<file path="config.mk">
export PLATFORM = sky130hd
export DESIGN_NAME = qhb_host_bus
export DESIGN_NICKNAME = d
export VERILOG_FILES = /design/src/hdl/qhb_pkg.sv /design/src/hdl/qhb_pin_sync.sv /design/src/hdl/qhb_host_bus.sv
export SDC_FILE = /design/constraint.sdc
export NUM_CORES = 1
export LEC_CHECK = 0
export BUFFER_PORTS_ARGS = -buffer_cell sky130_fd_sc_hd__buf_2
export CORE_MARGIN = 4
export CORE_UTILIZATION = 45
export CTS_CLUSTER_DIAMETER = 50
export DETAILED_ROUTE_END_ITERATION = 7
export PLACE_DENSITY = 0.7
export SLEW_MARGIN = 20
export SYNTH_ARGS = -nofsm -noshare
export SYNTH_HDL_FRONTEND = slang
export SYNTH_SLANG_ARGS = --single-unit
</file>
<file path="constraint.sdc">
create_clock -name I_MCLK -period 1.3 [get_ports I_MCLK]
set_input_delay 0.065 -clock I_MCLK [delete_from_list [all_inputs] [get_ports I_MCLK]]
set_output_delay 0.065 -clock I_MCLK [all_outputs]
set_load 0.02 [all_outputs]
</file>
<file path="src/hdl/qhb_pkg.sv">
package qhb_pkg;
	// Bus style seen on the mode pin.
	localparam logic MODE_STROBE = 1'b1;
	localparam logic MODE_RW_LINE = 1'b0;
	// Register index of the modem control register within a channel.
	localparam logic [2:0] MODEM_CTRL_IDX = 3'h4;
	localparam int MODEM_CTRL_IRQ_EN_BIT = 3;
	// How the interrupt-select level is obtained.
	localparam logic [1:0] SEL_FROM_PIN = 2'h0;
	localparam logic [1:0] SEL_TIED_HIGH = 2'h1;
	localparam logic [1:0] SEL_TIED_LOW = 2'h2;
	localparam int NUM_CHAN = 4;
	// Layout of the synchronised pin vector.
	localparam int PIN_W = 19;
	localparam int PIN_MODE = 0;
	localparam int PIN_WR_N = 1;
	localparam int PIN_RD_N = 2;
	localparam int PIN_CS_LO = 3;
	localparam int PIN_ADDR_LO = 7;
	localparam int PIN_DATA_LO = 10;
	localparam int PIN_SEL = 18;
	// Strobes and selects rest high, so reset looks like an idle bus.
	localparam logic [18:0] PIN_RST_VAL = 19'h0007ff;
endpackage

</file>
<file path="src/hdl/qhb_pin_sync.sv">
`timescale 1ns/1ps
module qhb_pin_sync import qhb_pkg::*; #(
	parameter int WIDTH = PIN_W,
	parameter logic [WIDTH-1:0] RST_VAL = '0
) (
	input wire logic i_clk,
	input wire logic i_rst,
	input wire logic [WIDTH-1:0] i_pins,
	output logic [WIDTH-1:0] o_pins
);
	genvar g;
	generate
		for (g = 0; g < WIDTH; g++) begin : g_bit
			logic s1_r;
			logic s2_r;
			logic s3_r;
			logic lvl_r;
			// A change is accepted only once two settled stages agree.
			always_ff @(posedge i_clk) begin
				if (i_rst) begin
					s1_r <= RST_VAL[g];
					s2_r <= RST_VAL[g];
					s3_r <= RST_VAL[g];
					lvl_r <= RST_VAL[g];
				end else begin
					s1_r <= i_pins[g];
					s2_r <= s1_r;
					s3_r <= s2_r;
					if (s2_r == s3_r) begin
						lvl_r <= s3_r;
					end
				end
			end
			assign o_pins[g] = lvl_r;
		end
	endgenerate
endmodule // qhb_pin_sync

</file>
<file path="src/hdl/qhb_host_bus.sv">
`timescale 1ns/1ps
module qhb_host_bus import qhb_pkg::*; #(
	parameter logic [1:0] SEL_SOURCE = SEL_FROM_PIN
) (
	input wire logic I_MCLK,
	input wire logic I_SYS_RST,
	input wire logic I_BUS_MODE,
	input wire logic I_WRITE_STROBE_N,
	input wire logic I_READ_STROBE_N,
	input wire logic I_CHAN_A_SELECT_N,
	input wire logic I_CHAN_B_SELECT_N,
	input wire logic I_CHAN_C_SELECT_N,
	input wire logic I_CHAN_D_SELECT_N,
	input wire logic [2:0] I_ADDR,
	input wire logic [7:0] I_DATA,
	input wire logic I_IRQ_DRIVE_OVERRIDE,
	input wire logic [3:0] I_CHAN_IRQ_PEND,
	input wire logic [7:0] I_REG_RDATA,
	output logic [7:0] O_DATA,
	output logic O_DATA_OE_N,
	output logic O_REG_RD,
	output logic O_REG_WR,
	output logic [1:0] O_REG_CHAN,
	output logic [2:0] O_REG_ADDR,
	output logic [7:0] O_REG_WDATA,
	output logic O_CHAN_A_IRQ_OUT,
	output logic O_CHAN_A_IRQ_OE_N,
	output logic O_CHAN_B_IRQ_OUT,
	output logic O_CHAN_B_IRQ_OE_N,
	output logic O_CHAN_C_IRQ_OUT,
	output logic O_CHAN_C_IRQ_OE_N,
	output logic O_CHAN_D_IRQ_OUT,
	output logic O_CHAN_D_IRQ_OE_N
);
	typedef enum logic [1:0] {ST_IDLE, ST_RD_WAIT, ST_RD_HOLD,
		ST_WR_HOLD} qhb_state_t;

	logic [PIN_W-1:0] pins_raw;
	logic [PIN_W-1:0] pins;
	logic mode;
	logic wr_n;
	logic rd_n;
	logic [3:0] cs_n;
	logic [2:0] addr;
	logic [7:0] data;
	logic sel_pin;
	logic sel;
	logic any_cs;
	logic [1:0] cs_chan;
	logic start_rd;
	logic start_wr;
	logic rd_done;
	logic wr_done;
	qhb_state_t state_r;
	logic [7:0] data_out_r;
	logic data_oe_n_r;
	logic reg_rd_r;
	logic reg_wr_r;
	logic [1:0] chan_r;
	logic [2:0] addr_r;
	logic [7:0] wdata_r;
	logic [3:0] irq_en_r;
	logic [3:0] irq_out_r;
	logic [3:0] irq_oe_n_r;

	// The pull-down lives in the pad, so an open pin arrives here as low.
	assign pins_raw = {I_IRQ_DRIVE_OVERRIDE, I_DATA, I_ADDR,
		I_CHAN_D_SELECT_N, I_CHAN_C_SELECT_N, I_CHAN_B_SELECT_N,
		I_CHAN_A_SELECT_N, I_READ_STROBE_N, I_WRITE_STROBE_N, I_BUS_MODE};

	qhb_pin_sync #(
		.WIDTH(PIN_W),
		.RST_VAL(PIN_RST_VAL)
	) u_sync (
		.i_clk(I_MCLK),
		.i_rst(I_SYS_RST),
		.i_pins(pins_raw),
		.o_pins(pins)
	);

	assign mode = pins[PIN_MODE];
	assign wr_n = pins[PIN_WR_N];
	assign rd_n = pins[PIN_RD_N];
	assign cs_n = pins[PIN_CS_LO +: 4];
	assign addr = pins[PIN_ADDR_LO +: 3];
	assign data = pins[PIN_DATA_LO +: 8];
	assign sel_pin = pins[PIN_SEL];

	// Fixed variants ignore the pin entirely.
	assign sel = (SEL_SOURCE == SEL_TIED_HIGH) ? 1'b1 :
		(SEL_SOURCE == SEL_TIED_LOW) ? 1'b0 : sel_pin;

	// Strobe mode: lowest active select wins if the host selects several.
	// Line mode: select A enables, B and C carry the channel, D is unused.
	always_comb begin
		if (mode == MODE_STROBE) begin
			any_cs = ~&cs_n;
			if (!cs_n[0]) begin
				cs_chan = 2'h0;
			end else if (!cs_n[1]) begin
				cs_chan = 2'h1;
			end else if (!cs_n[2]) begin
				cs_chan = 2'h2;
			end else begin
				cs_chan = 2'h3;
			end
		end else begin
			any_cs = !cs_n[0];
			cs_chan = {cs_n[2], cs_n[1]};
		end
	end

	always_comb begin
		if (mode == MODE_STROBE) begin
			start_rd = any_cs && !rd_n;
			start_wr = any_cs && !wr_n && rd_n;
			rd_done = rd_n || !any_cs;
			wr_done = wr_n;
		end else begin
			start_rd = any_cs && wr_n;
			start_wr = any_cs && !wr_n;
			rd_done = !any_cs;
			wr_done = !any_cs;
		end
	end

	always_ff @(posedge I_MCLK) begin
		if (I_SYS_RST) begin
			state_r <= ST_IDLE;
			chan_r <= 2'h0;
			addr_r <= 3'h0;
		end else begin
			case (state_r)
				ST_IDLE: begin
					if (start_rd || start_wr) begin
						chan_r <= cs_chan;
						addr_r <= addr;
						state_r <= start_rd ? ST_RD_WAIT : ST_WR_HOLD;
					end
				end
				ST_RD_WAIT: begin
					state_r <= ST_RD_HOLD;
				end
				ST_RD_HOLD: begin
					if (rd_done) begin
						state_r <= ST_IDLE;
					end
				end
				ST_WR_HOLD: begin
					if (wr_done) begin
						state_r <= ST_IDLE;
					end
				end
				default: begin
					state_r <= ST_IDLE;
				end
			endcase
		end
	end

	// Channel cores see a one-cycle request carrying channel and register.
	always_ff @(posedge I_MCLK) begin
		if (I_SYS_RST) begin
			reg_rd_r <= 1'b0;
			reg_wr_r <= 1'b0;
			wdata_r <= 8'h00;
		end else begin
			reg_rd_r <= (state_r == ST_IDLE) && start_rd;
			reg_wr_r <= (state_r == ST_WR_HOLD) && wr_done;
			if ((state_r == ST_WR_HOLD) && wr_done) begin
				wdata_r <= data;
			end
		end
	end

	// Read data is captured one cycle after the request and held to the end.
	always_ff @(posedge I_MCLK) begin
		if (I_SYS_RST) begin
			data_out_r <= 8'h00;
			data_oe_n_r <= 1'b1;
		end else begin
			if (state_r == ST_RD_WAIT) begin
				data_out_r <= I_REG_RDATA;
				data_oe_n_r <= 1'b0;
			end else if ((state_r == ST_RD_HOLD) && rd_done) begin
				data_oe_n_r <= 1'b1;
			end
		end
	end

	genvar g;
	generate
		for (g = 0; g < NUM_CHAN; g++) begin : g_irq
			// A copy of the enable bit is snooped from writes to the channel.
			always_ff @(posedge I_MCLK) begin
				if (I_SYS_RST) begin
					irq_en_r[g] <= 1'b0;
				end else if ((state_r == ST_WR_HOLD) && wr_done &&
					(chan_r == 2'(g)) && (addr_r == MODEM_CTRL_IDX)) begin
					irq_en_r[g] <= data[MODEM_CTRL_IRQ_EN_BIT];
				end
			end
			always_ff @(posedge I_MCLK) begin
				if (I_SYS_RST) begin
					irq_out_r[g] <= 1'b0;
					irq_oe_n_r[g] <= 1'b1;
				end else if (mode == MODE_STROBE) begin
					irq_out_r[g] <= I_CHAN_IRQ_PEND[g];
					irq_oe_n_r[g] <= !(sel || irq_en_r[g]);
				end else if (g == 0) begin
					// Open drain: only ever pulls low, a pull-up gives high.
					irq_out_r[g] <= 1'b0;
					irq_oe_n_r[g] <= ~|I_CHAN_IRQ_PEND;
				end else begin
					irq_out_r[g] <= 1'b0;
					irq_oe_n_r[g] <= 1'b0;
				end
			end
		end
	endgenerate

	assign O_DATA = data_out_r;
	assign O_DATA_OE_N = data_oe_n_r;
	assign O_REG_RD = reg_rd_r;
	assign O_REG_WR = reg_wr_r;
	assign O_REG_CHAN = chan_r;
	assign O_REG_ADDR = addr_r;
	assign O_REG_WDATA = wdata_r;
	assign O_CHAN_A_IRQ_OUT = irq_out_r[0];
	assign O_CHAN_A_IRQ_OE_N = irq_oe_n_r[0];
	assign O_CHAN_B_IRQ_OUT = irq_out_r[1];
	assign O_CHAN_B_IRQ_OE_N = irq_oe_n_r[1];
	assign O_CHAN_C_IRQ_OUT = irq_out_r[2];
	assign O_CHAN_C_IRQ_OE_N = irq_oe_n_r[2];
	assign O_CHAN_D_IRQ_OUT = irq_out_r[3];
	assign O_CHAN_D_IRQ_OE_N = irq_oe_n_r[3];
endmodule // qhb_host_bus

</file>
# Word-level counts from Yosys, hierarchy flattened

Cells that the tools add are included.

Flip-flop bits (word level): 114
Input port bits: 33
Word-level logic and storage cells: 185
Output and inout port bits: 32

Bitwise gates (word level): 1
Eq/ne operators: 29
Multiplexer cells: 20
Reductions and logical operators: 39

Operators with widths:

| cell                                                            | count |
|---|---|
| 1-bit == test                                                   | 19 |
| 1-bit logical AND                                               | 15 |
| 2-bit two-way mux                                               | 7 |
| 1-bit two-way mux                                               | 12 |
| 1-bit zero test                                                 | 10 |
| 2-bit == test, second input constant                            | 4 |
| 2-bit case mux with 4 select lines                              | 1 |
| 1-bit logical OR                                                | 6 |
| 2-bit inequality test, second input constant                    | 3 |
| 2-bit by 1-bit == test with 1-bit output, second input constant | 2 |
| 2-bit zero test                                                 | 2 |
| 4-bit AND reduction                                             | 1 |
| 4-bit OR reduction                                              | 1 |
| 3-bit == test, second input constant                            | 1 |
| 3-bit AND reduction                                             | 1 |
| 2-bit AND reduction                                             | 1 |
| 2-bit nonzero test                                              | 1 |
| 2-bit OR reduction                                              | 1 |
| 1-bit inverter                                                  | 1 |

# Longest topological paths before layout

Gate-level depths: netlist of run 1.

Depth in word-level cells: 9
Gate-level depth with buffers: 6
Depth with buffers taken out: 3

# Modules after synthesis

A second synthesis of run 1 with hierarchy kept.

Cell total of the unflattened synthesis: 387
Area, all modules: 3917.5 sq um

Modules (own cells, without submodules):

| module       | area an instance (sq um) | times used | cells each | seq. area each (sq um) |
|---|---|---|---|---|
| qhb_pin_sync | 2376.0                   | 1          | 217        | 1521.5 |
| qhb_host_bus | 1541.5                   | 1          | 170        | 760.7 |

# Worst setup path after synthesis of run 1

Ideal clock, no wire load.

Path type: register -> register
Start: register u_sync.g_bit[0].lvl_r
End: register addr_r[0] (netlist: O_REG_ADDR[0])
Buffers on the path: 3
Setup slack: 0.026 ns
Clock period less this slack: 1.274 ns
Arrival: 1.158 ns
Library setup time: 0.116 ns
Cell stages (with the launch flop): 7
Cell sequence: dfxtp_1 > buf_6 > nand2b_1 > buf_2 > and3_1 > buf_4 > a31o_1

Word-level cells in the longest chain between the ends: 6
Elaborated cells between the ends (all ways): 9

Ends and longest elaborated chain:

| item                                     | RTL line                                 | source |
|---|---|---|
| start, declared                          | qhb_pin_sync.sv:17                       | `logic lvl_r;` |
| start signal, assigned                   | qhb_pin_sync.sv:24                       | `lvl_r <= RST_VAL[g];` |
| start signal, assigned                   | qhb_pin_sync.sv:30                       | `lvl_r <= s3_r;` |
| 1-bit two-way mux                        | qhb_host_bus.sv:96                       | `if (mode == MODE_STROBE) begin` |
| 1-bit logical AND                        | qhb_host_bus.sv:116, qhb_host_bus.sv:121 |  |
| 1-bit logical AND                        | qhb_host_bus.sv:116                      | `start_wr = any_cs && !wr_n && rd_n;` |
| 1-bit two-way mux                        | qhb_host_bus.sv:114                      | `if (mode == MODE_STROBE) begin` |
| 1-bit logical OR (*)                     | qhb_host_bus.sv:135                      | `if (start_rd \|\| start_wr) begin` |
| 2-bit AND reduction (no source line) (*) | --                                       |  |
| end signal, assigned                     | qhb_host_bus.sv:137                      | `addr_r <= addr;` |
| end, declared                            | qhb_host_bus.sv:60                       | `logic [2:0] addr_r;` |

Mark *: on every way between the ends. The rest lies on a longest branch, timed or not.
A chain may end at the register's enable or synchronous reset.

# Worst setup path in the final report of run 1

Start: register u_sync.g_bit[0].lvl_r
End: register addr_r[2] (netlist: O_REG_ADDR[2])

Same word-level chain as after synthesis.

==> results of run 1 <==
[layout by cell type, fill, tap and decap left out, drive strengths merged, types with 3 or more instances in the layout]
| cell type | instances |
|---|---|
| clkinvlp | 3 |
| nand2b | 7 |
| clkbuf | 23 |
| bufinv | 5 |
| or2 | 33 |
| nand4b | 3 |
| a31o | 3 |
| o21ai | 31 |
| dlygate4sd3 | 31 |
| nor2b | 27 |
| a311oi | 6 |
| nor2 | 13 |
| nand3 | 11 |
| nand2 | 31 |
| inv | 4 |
| dfxtp | 114 |
| buf | 88 |
| and2 | 5 |
| mux2i | 5 |
| a21oi | 35 |
[layer usage]
| layer | GRT usage (%) | wire length (µm) |
|---|---|---|
| met1 | 18.17 | 3311 |
| met2 | 28.10 | 3802 |
| met5 | 0 | 0 |
| met3 | 5.237 | 439 |
| met4 | 7.773 | 131 |
[cell families after synthesis]
group	count (synthesis)
simple gates	140
compound gates	82
buf+inv	27
mux	6
flops	114
[cell usage after synthesis (2+ instances only)]
master	n
nand3_1	11
nor4b_1	2
or2_2	33
nor2b_1	27
buf_4	3
a311oi_1	5
a31o_1	3
clkbuf_1	15
a21oi_1	35
inv_1	4
dfxtp_1	114
nand2_1	31
o21ai_0	31
nand4b_1	3
nor3_1	2
nor2_1	13
and2_1	5
a31oi_1	2
mux2i_1	5
buf_2	3
nand2b_1	7
[timing repair]
item | in CTS | in global routing
setup endpoints to repair | 15 | 10
hold endpoints to repair | 32 | 0
cloned | 0 | 1
buffers inserted | 0 | 2
pin swaps | 4 | 2
hold buffers | 31 | 0
gates resized for setup | 9 | 11
[registers in the layout (all words and copies together) (netlist names)]
register / count
O_CHAN_A_IRQ_OE_N: 1
O_REG_CHAN: 2
O_REG_RD: 1
O_DATA: 8
O_REG_WR: 1
O_CHAN_B_IRQ_OUT: 1
O_CHAN_D_IRQ_OE_N: 1
irq_en_r: 4
O_CHAN_C_IRQ_OE_N: 1
O_CHAN_D_IRQ_OUT: 1
O_REG_ADDR: 3
O_CHAN_A_IRQ_OUT: 1
O_DATA_OE_N: 1
u_sync.g_bit.lvl_r: 19
O_CHAN_C_IRQ_OUT: 1
u_sync.g_bit.s1_r: 19
O_REG_WDATA: 8
u_sync.g_bit.s3_r: 19
state_r: 2
O_CHAN_B_IRQ_OE_N: 1
u_sync.g_bit.s2_r: 19
[final timing paths]
path | to | depth (start not counted) | slack [ns]
max reg2reg | O_REG_ADDR[2] | 5 | -0.02
min reg2reg | u_sync.g_bit[5].s2_r | 1 | 0.41
max | O_REG_ADDR[2] | 5 | -0.02
min | u_sync.g_bit[16].s1_r | 3 | 0.03
[through the flow]
stage | total power, W | utilization, % | hold slack, ns | std cells | TNS [ns]
final | 0.008776 | 67.34 | 0.03327 | 600 | -0.07138
after global placement | 0.003871 | 53.76 | 0.2467 | 534 | -0.1444
after global routing | 0.009064 | 67.34 | 0.05854 | 600 | -0.4872
after detailed placement | 0.003878 | 53.76 | 0.2494 | 534 | -0.4265
after floorplan | 0.003789 | - | 0.1688 | 369 | 0
after CTS | 0.008865 | 66.13 | 0.01348 | 597 | 0
[power breakdown]
| group | internal (W) | switching [W] | leakage (nW) |
|---|---|---|---|
| Clock | 0.00340 | 0.00150 | 0.298 |
| Sequential | 0.00357 | 0.0000302 | 0.930 |
| Combinational | 0.000162 | 0.000111 | 0.897 |
| Total | 0.00714 | 0.00164 | 2.13 |
[area by class of cell]
type | count | area (µm²)
Fill cell | 568 | 2576
Sequential cell | 114 | 2291
Multi-Input combinational cell | 229 | 1409
Timing Repair Buffer | 119 | 834.6
Clock buffer | 23 | 456.7
Clock inverter | 9 | 177.7
Tap cell | 102 | 127.6
Inverter | 4 | 15.01
[worst max-delay path, stage by stage (launching register included)]
cell,delay (ns)
dfxtp_4,0.36
buf_6,0.12
a311oi_4,0.27
buf_6,0.17
a311oi_1,0.10
a31o_1,0.20
==> reports/qor.txt, run 1 <==
status: finished with violations
failing checks: negative setup slack
area leader, netlist: dfxtp_1
Worst-Margin Slew: 0.2973 ns
port bufs: 64
Sink Count: 114
Routed Antenna Nets: 0
total of max-cap violations: 0
Hold WC Path Type: input port to register
total number of vias: 2912
Final Worst Setup Slack: -0.02345 ns
CP max FO: 5
GRT Overall Usage: 16.32%
largest family of logic cells by synthesized area: simple AND/OR/NAND/NOR gates
mux contribution to synthesized area: 1.647%
Total Routed Length: 7.685 mm
Worst setup EP type: register
Ant. Diodes: 0
LEAKAGE: 2.125 nW
Core Region: 0.007888 mm²
drt pass-1 iters: 4
XOR/XNOR Fraction of Synth Area: 0%
Syn Nets: 402
NumNets Final: 518
clock slew at reported path FFs: 0.05 ns
Initial DRC Count: 110
worst min-delay path startpoint: I_SYS_RST
Crit. Startpoint: u_sync.g_bit[0].lvl_r
post-synthesis adder-cell area fraction: 0%
minimum clock period: 1.323 ns
Root Buffer: clkbuf_8
CP Launch Type: register
Hold Violations, Final: 0
initial core utilization: 47.21%
Ports: 65
top_reg_cell synth: dfxtp_1
die span in x: 98.97 µm
die area: 0.009794 mm²
Post-Synth Simple-Gate Area: 20.80%
RSZ-0062 raised after global routing: yes
Vias/cell: 4.853
pwr dens: 1652 mW/mm²
Synth Area in Compound Gates: 12.94%
Post-synth ARST share: 0%
final clock skew: 0.005271 ns
synth top area cells: dfxtp_1 (61%), or2_2 (5.5%), a21oi_1 (4.7%)
first-pass GRT wire length: 12.90 mm
Die Ht: 98.97 µm
post-route cell area: 0.005311 mm²
H-tree levels: 4
layout cells sized above 1: 33.13%
# DRC: 0
Num CTS Buffers: 17
Critical Path RT: 1.70 ns
count of flip-flops with a built-in enable after synthesis: 0
Max IR drop VDD: 0.001001 V
vias in the first global route: 2901
crit share post-route: 101.8%
CP Class: register to register
DP Area: 0.004240 mm²
pre-CTS setup slack: -0.08776 ns
clk_lat worst skew: 0.51 ns
Slew headroom: 80.02%
initial antenna violation count: 0
post-synthesis cell type count: 36
Synth Register Bits: 114
reg2reg start: u_sync.g_bit[0].lvl_r
post-synthesis sequential area ratio: 61.29%
max-slew violations: 0
per-cell routed wire length: 12.81 µm
final setup fails: 6
Rows: 32
Post-Synthesis Cells: 369
Yosys top cell area share: 61.29%
HPWL after DPL: 4.616 mm
Max Root-Sink Buffers: 2
largest net degree at the start of global routing: 68
gp weighted congestion: 0.7776
CTS tree: built
WP data arrival: 1.72 ns
synthesized area: 0.003724 mm²
maximum clock frequency: 755.6 MHz
Synth Area per Inst: 10.09 µm²
Yosys Warn Count: 0
grt ovf: 0
area grow syn2layout: 42.64%
No activity file was read; power rests on OpenSTA's default activity.
==> inputs of run 2 (changes only) <==
--- a/config.mk
+++ b/config.mk
@@ -5,6 +5,7 @@
 export SDC_FILE = /design/constraint.sdc
 export NUM_CORES = 1
 export LEC_CHECK = 0
+export ABC_AREA = 1
 export BUFFER_PORTS_ARGS = -buffer_cell sky130_fd_sc_hd__buf_2
 export CORE_MARGIN = 4
 export CORE_UTILIZATION = 45
==> run 2 against run 1 <==
  * Flip-flop and latch count did not move
  * First-iteration DRC count rose by 12%
  * Worst setup slack improved by 0.093 ns
  * The run now ends clean
  * Largest cell class unchanged
  * Clock skew rose by 0.0028 ns
  * Highest routed layer unchanged
  * Die area fell by 0.22%
==> reports/qor.txt, run 2 <==
status: finished clean
grt ovf: 0 (unchanged)
clock slew at reported path FFs: 0.06 ns (about the same)
Post-synth ARST share: 0% (unchanged)
commonest non-fill, non-tap cell in the layout: dfxtp_1
Pwr Total: 0.009107 W (+3.8%)
NumNets Final: 568 (+9.7%)
total number of vias: 3003 (+3.1%)
FF-to-FF path depth: 6 (+1)
Final Worst Setup Slack: 0.06944 ns (+0.09290 ns)
area leader, netlist: dfxtp_1
Vias/cell: 4.620 (-4.8%)
Slew headroom: 80.58% (+0.56 points)
initial antenna violation count: 0 (unchanged)
synth top area cells: dfxtp_1 (61%), nor2_1 (8.9%), or2_2 (5.4%)
Hold WC Path Type: input port to register
WP data arrival: 1.63 ns (-0.09 ns)
area grow syn2layout: 40.96%
Yosys top cell area share: 61.43% (+0.14 points)
CP Class: register to register
first-pass GRT wire length: 12.61 mm (-2.2%)
die area: 0.009772 mm² (-0.22%)
CTS tree: built
final clock skew: 0.008096 ns (+0.002825 ns)
HPWL after DPL: 4.448 mm (-3.6%)
initial core utilization: 47.10% (-0.11 points)
largest net degree at the start of global routing: 54 (-21%)
r2r setup slk: 0.07 ns (+0.09 ns)
Root Buffer: clkbuf_8
Ports: 65 (unchanged)
vias in the first global route: 2902 (+0.034%)
pwr dens: 1739 mW/mm² (+5.3%)
minimum clock period: 1.231 ns (-0.09290 ns)
Synth Area per Inst: 8.761 µm² (-13%)
cell with the most instances after synthesis: dfxtp_1
clk_lat worst skew: 0.51 ns (about the same)
drt pass-1 iters: 4 (unchanged)
final setup fails: 0 (-6)
post-synthesis cell type count: 25 (-31%)
port bufs: 64 (unchanged)
Sink Count: 114 (unchanged)
top_reg_cell synth: dfxtp_1
layout cells sized above 1: 28.47% (-4.7 points)
gp weighted congestion: 0.7899 (+1.6%)
count of flip-flops with a built-in enable after synthesis: 0 (unchanged)
Max Root-Sink Buffers: 2 (unchanged)
post-synthesis sequential area ratio: 61.43% (+0.14 points)
GRT Overall Usage: 16.32% (about the same)
Max IR drop VDD: 0.0009574 V (-4.3%)
Finished Layout Cells: 650 (+8.3%)
final core occ: 66.39% (-0.95 points)
Critical Path RT: 1.70 ns (about the same)
Worst setup EP type: register
Routed Antenna Nets: 0 (unchanged)
Core Region: 0.007888 mm² (unchanged)
Num CTS Buffers: 17 (unchanged)
Syn Nets: 457 (+14%)
Total Routed Length: 7.393 mm (-3.8%)
LEAKAGE: 2.379 nW (+12%)
total of max-cap violations: 0 (unchanged)
# DRC: 0 (unchanged)
maximum clock frequency: 812.6 MHz (+7.5%)
Worst-Margin Slew: 0.2914 ns (-0.005898 ns)
Ant. Diodes: 0 (unchanged)
Hold Violations, Final: 0 (unchanged)
max-slew violations: 0 (unchanged)
Post-synth top cells: dfxtp_1 (114), nor2_1 (88), inv_1 (48)
Die Ht: 98.86 µm (-0.11%)
CP max FO: 7 (+2)
H-tree levels: 4 (unchanged)
RSZ-0062 raised after global routing: yes
synthesized area: 0.003715 mm² (-0.24%)
Initial DRC Count: 123 (+12%)
pre-CTS setup slack: -0.03793 ns (+0.04983 ns)
Cells after DPL: 584 (+9.4%)
Rows: 32 (unchanged)
crit share post-route: 94.66% (-7.1 points)
Post-Synthesis Cells: 424 (+15%)
Yosys Warn Count: 0 (unchanged)
per-cell routed wire length: 11.37 µm (-11%)
die span in x: 98.86 µm (-0.11%)
Synth Register Bits: 114 (unchanged)
hold path depth: 3 (unchanged)
CP Launch Type: register
most frequent cells in the layout: dfxtp_1 (110), nor2_1 (88), buf_2 (64), inv_1 (47), o21ai_0 (37)
## run 2: cell types whose count changed in the layout (fill, tap and decap cells not counted), sizes merged, moves of 7 or more
cell    before  now
nor2        13   89
inv          4   50
nor2b       27    0
a21oi       35   22
buf         88   75
nand2       31   41
o21ai       31   39
nand2b       7    0
## run 2: metrics by stage
step                TNS (ns)  cell area, µm²  hold WS, ns
finish                     0            5236       0.2667
global route        -0.01370            5236       0.2803
floorplan                  0            3715       0.1688
global placement           0            4179       0.2474
detailed placement   -0.2569            4179       0.2490
CTS                        0            5192       0.2410
## run 2: layout make-up
class / instances / area [µm²]
Inverter: 49 / 188.9
Sequential cell: 114 / 2290
Multi-Input combinational cell: 245 / 1182
Clock buffer: 20 / 455.4
Tap cell: 102 / 127.6
Fill cell: 606 / 2651
Timing Repair Buffer: 108 / 765.7
Clock inverter: 12 / 226.5
## run 2: worst max-delay path, stage by stage, from the launching register on
cell and delay, ns:
dfxtp_4 0.38, inv_4 0.07, nand2_4 0.06, a21oi_4 0.28, nand2_2 0.11, o21ai_0 0.16, nor2_1 0.05
## run 2: path summary, 6_finish.rpt
| check | start | to |
|---|---|---|
| worst max-delay path | u_sync.g_bit[0].lvl_r | irq_en_r[1] |
| worst min-delay path | I_ADDR[0] | u_sync.g_bit[7].s1_r |
| worst max register to register | u_sync.g_bit[0].lvl_r | irq_en_r[1] |
| worst min register to register | u_sync.g_bit[12].s1_r | u_sync.g_bit[12].s2_r |
## run 2: logic make-up after synthesis
family | share of synthesized area [%]
and+or+nand+nor | 21.56
DFF | 61.43
buffers and inverters | 7.208
AOI/OAI and AO/OA | 9.802
## run 2: what timing repair did
action / CTS / global route
hold endpoints to repair: 41 / 0
setup endpoints to repair: 16 / 23
gates resized for setup: 1 / 16
buffers inserted: 0 / 1
hold buffers: 33 / 0
pin swaps: 0 / 4
## run 2: per-layer routing
layer | vias to the layer above | GRT usage, % | routed length, µm
li1 | 1549 | - | -
met1 | 1366 | 18.24 | 3099
met2 | 77 | 26.55 | 3685
met3 | 11 | 5.308 | 471
met4 | 0 | 10.61 | 136
met5 | - | 0 | 0
## run 2: where the power goes
| part | internal [W] | switching (W) | leakage (nW) |
|---|---|---|---|
| sequential | 0.00357 | 0.0000306 | 0.930 |
| combinational | 0.000169 | 0.000125 | 1.12 |
| clock | 0.00366 | 0.00155 | 0.328 |
| total | 0.00740 | 0.00171 | 2.38 |
==> inputs of run 3 (changes only) <==
--- a/config.mk
+++ b/config.mk
@@ -6,12 +6,13 @@
 export NUM_CORES = 1
 export LEC_CHECK = 0
 export ABC_AREA = 1
+export ABC_CLOCK_PERIOD_IN_PS = 1300
 export BUFFER_PORTS_ARGS = -buffer_cell sky130_fd_sc_hd__buf_2
 export CORE_MARGIN = 4
 export CORE_UTILIZATION = 45
 export CTS_CLUSTER_DIAMETER = 50
 export DETAILED_ROUTE_END_ITERATION = 7
-export PLACE_DENSITY = 0.7
+export PLACE_DENSITY = 0.72
 export SLEW_MARGIN = 20
 export SYNTH_ARGS = -nofsm -noshare
 export SYNTH_HDL_FRONTEND = slang
==> run 3 against run 2 <==
  * Critical path depth is 1 higher
  * Design area hardly changed
  * Combinational power is 3% higher
  * Hold slack better by 0.0097 ns
  * Worst setup slack better by 0.013 ns
==> reports/qor.txt, run 3 (synthesis gave the netlist of run 2 again) <==
status: finished clean
Max IR drop VDD: 0.0008800 V (-8.1%)
port bufs: 64 (unchanged)
Vias/cell: 4.579 (-0.90%)
Cells after DPL: 586 (+0.34%)
Sink Count: 114 (unchanged)
NumNets Final: 573 (+0.88%)
pwr dens: 1693 mW/mm² (-2.6%)
reg2reg start: u_sync.g_bit[0].lvl_r
final setup fails: 0 (unchanged)
Slew headroom: 81.00% (+0.42 points)
first-pass GRT wire length: 12.40 mm (-1.6%)
Final Worst Setup Slack: 0.08250 ns (+0.01306 ns)
Ant. Diodes: 0 (unchanged)
Die Ht: 98.86 µm (unchanged)
Rows: 32 (unchanged)
CP max FO: 10 (+3)
H-tree levels: 4 (unchanged)
largest net degree at the start of global routing: 40 (-26%)
maximum clock frequency: 821.4 MHz (+1.1%)
GRT Overall Usage: 15.85% (-0.47 points)
final core occ: 66.37% (about the same)
total of max-cap violations: 0 (unchanged)
CP Class: register to register
Hold WC Path Type: input port to register
final clock skew: 0.008728 ns (+0.0006321 ns)
Seq pwr share: 40.7% (+1.1 points)
post-route cell area: 0.005235 mm² (about the same)
crit share post-route: 93.65% (-1.0 points)
area grow syn2layout: 40.92% (about the same)
Root Buffer: clkbuf_8
vias in the first global route: 2891 (-0.38%)
Routed Antenna Nets: 0 (unchanged)
Finished Layout Cells: 655 (+0.77%)
Core Region: 0.007888 mm² (unchanged)
internal power: 0.007246 W (-2.1%)
Ports: 65 (unchanged)
commonest non-fill, non-tap cell in the layout: dfxtp_1
worst flop-to-flop path endpoint: irq_en_r[1]
minimum clock period: 1.217 ns (-0.01306 ns)
LEAKAGE: 2.400 nW (+0.91%)
RSZ-0062 raised after global routing: no
Total Routed Length: 7.226 mm (-2.3%)
per-cell routed wire length: 11.03 µm (-3.0%)
total number of vias: 2999 (-0.13%)
HPWL after DPL: 4.550 mm (+2.3%)
Clk network pwr share: 55.9% (-1.3 points)
Worst-Margin Slew: 0.2850 ns (-0.006338 ns)
die span in x: 98.86 µm (unchanged)
drt pass-1 iters: 5 (+1)
Pwr Total: 0.008865 W (-2.7%)
WP data arrival: 1.65 ns (+0.02 ns)
Hold Violations, Final: 0 (unchanged)
Setup Buffers After CTS: 0 (unchanged)
CTS tree: built
CP Launch Type: register
most frequent cells in the layout: dfxtp_1 (111), nor2_1 (88), buf_2 (64), inv_1 (47), o21ai_0 (39)
r2r setup slk: 0.08 ns (about the same)
initial core utilization: 47.10% (unchanged)
die area: 0.009772 mm² (unchanged)
layout cells sized above 1: 27.31% (-1.2 points)
clk_lat worst skew: 0.50 ns (about the same)
Critical Path RT: 1.74 ns (+0.04 ns)
Num CTS Buffers: 17 (unchanged)
clock slew at reported path FFs: 0.05 ns (about the same)
Logic pwr share: 3.4% (+0.2 points)
sw power: 0.001620 W (-5.1%)
initial antenna violation count: 0 (unchanged)
max-slew violations: 0 (unchanged)
Initial DRC Count: 104 (-15%)
CP endpoint: irq_en_r[1]
# DRC: 0 (unchanged)
Sw Share: 18.27% (-0.46 points)
Crit. Startpoint: u_sync.g_bit[0].lvl_r
gp weighted congestion: 0.7972 (+0.92%)
DP Area: 0.004194 mm² (+0.36%)
grt ovf: 0 (unchanged)
Worst setup EP type: register
FF-to-FF path depth: 7 (+1)
pre-CTS setup slack: -0.008685 ns (+0.02925 ns)
Max Root-Sink Buffers: 2 (unchanged)
[run 3: timing repair]
item / 4_1_cts / 5_1_grt
pin swaps: 0 / 1
cloned: 0 / 0
resized for setup: 1 / 7
hold endpoints to repair: 35 / 0
hold buffers: 37 / 0
setup endpoints to repair: 9 / 8
[run 3: metrics by stage]
step,hold WS [ns],setup TNS [ns]
floorplan,0.1688,0
CTS,0.2480,0
finish,0.2764,0
global placement,0.2471,0
detailed placement,0.2490,-0.01726
global route,0.2778,0
[run 3: per-layer routing]
metal / GRT usage, % / part of all wire, % / routed length, µm / up-vias
li1: - / - / - / 1563
met1: 17.59 / 44 / 3203 / 1339
met2: 26.39 / 48 / 3447 / 80
met3: 5.945 / 5.7 / 413 / 17
met4: 8.193 / 2.2 / 162 / 0
met5: 0 / 0 / 0 / -
[run 3: worst min-delay path by stage]
stage	from	to	slack, ns	cells after the start
after floorplan	I_BUS_MODE	u_sync.g_bit[0].s1_r	0.17	1
after global placement	I_CHAN_B_SELECT_N	u_sync.g_bit[4].s1_r	0.25	2
after detailed placement	I_READ_STROBE_N	u_sync.g_bit[2].s1_r	0.25	2
after CTS	I_READ_STROBE_N	u_sync.g_bit[2].s1_r	0.25	3
after global routing	I_CHAN_C_SELECT_N	u_sync.g_bit[5].s1_r	0.28	3
final	I_CHAN_B_SELECT_N	u_sync.g_bit[4].s1_r	0.28	3
[run 3: worst max-delay path, cell delays in order, from the launching register on]
cell	delay, ns
dfxtp_4	0.37
inv_2	0.07
nand2_2	0.08
a21oi_4	0.22
inv_2	0.15
nor2_1	0.13
nor2_1	0.05
nor2_1	0.09
[run 3: area by class of cell]
type                            instances  area [µm²]
Timing Repair Buffer                  113       809.5
Clock inverter                         10       177.7
Multi-Input combinational cell        245        1175
Inverter                               49       183.9
Fill cell                             608        2653
Sequential cell                       114        2288
Tap cell                              102       127.6
Clock buffer                           22       473.0
[run 3: power by group through the flow]
stage                     Sequential [W]  Clock (W)  Combinational (W)
after floorplan                  0.00368          0           0.000124
after CTS                        0.00361    0.00504           0.000304
after global placement           0.00368          0           0.000214
final                            0.00361    0.00496           0.000304
after global routing             0.00361    0.00521           0.000342
after detailed placement         0.00368          0           0.000219
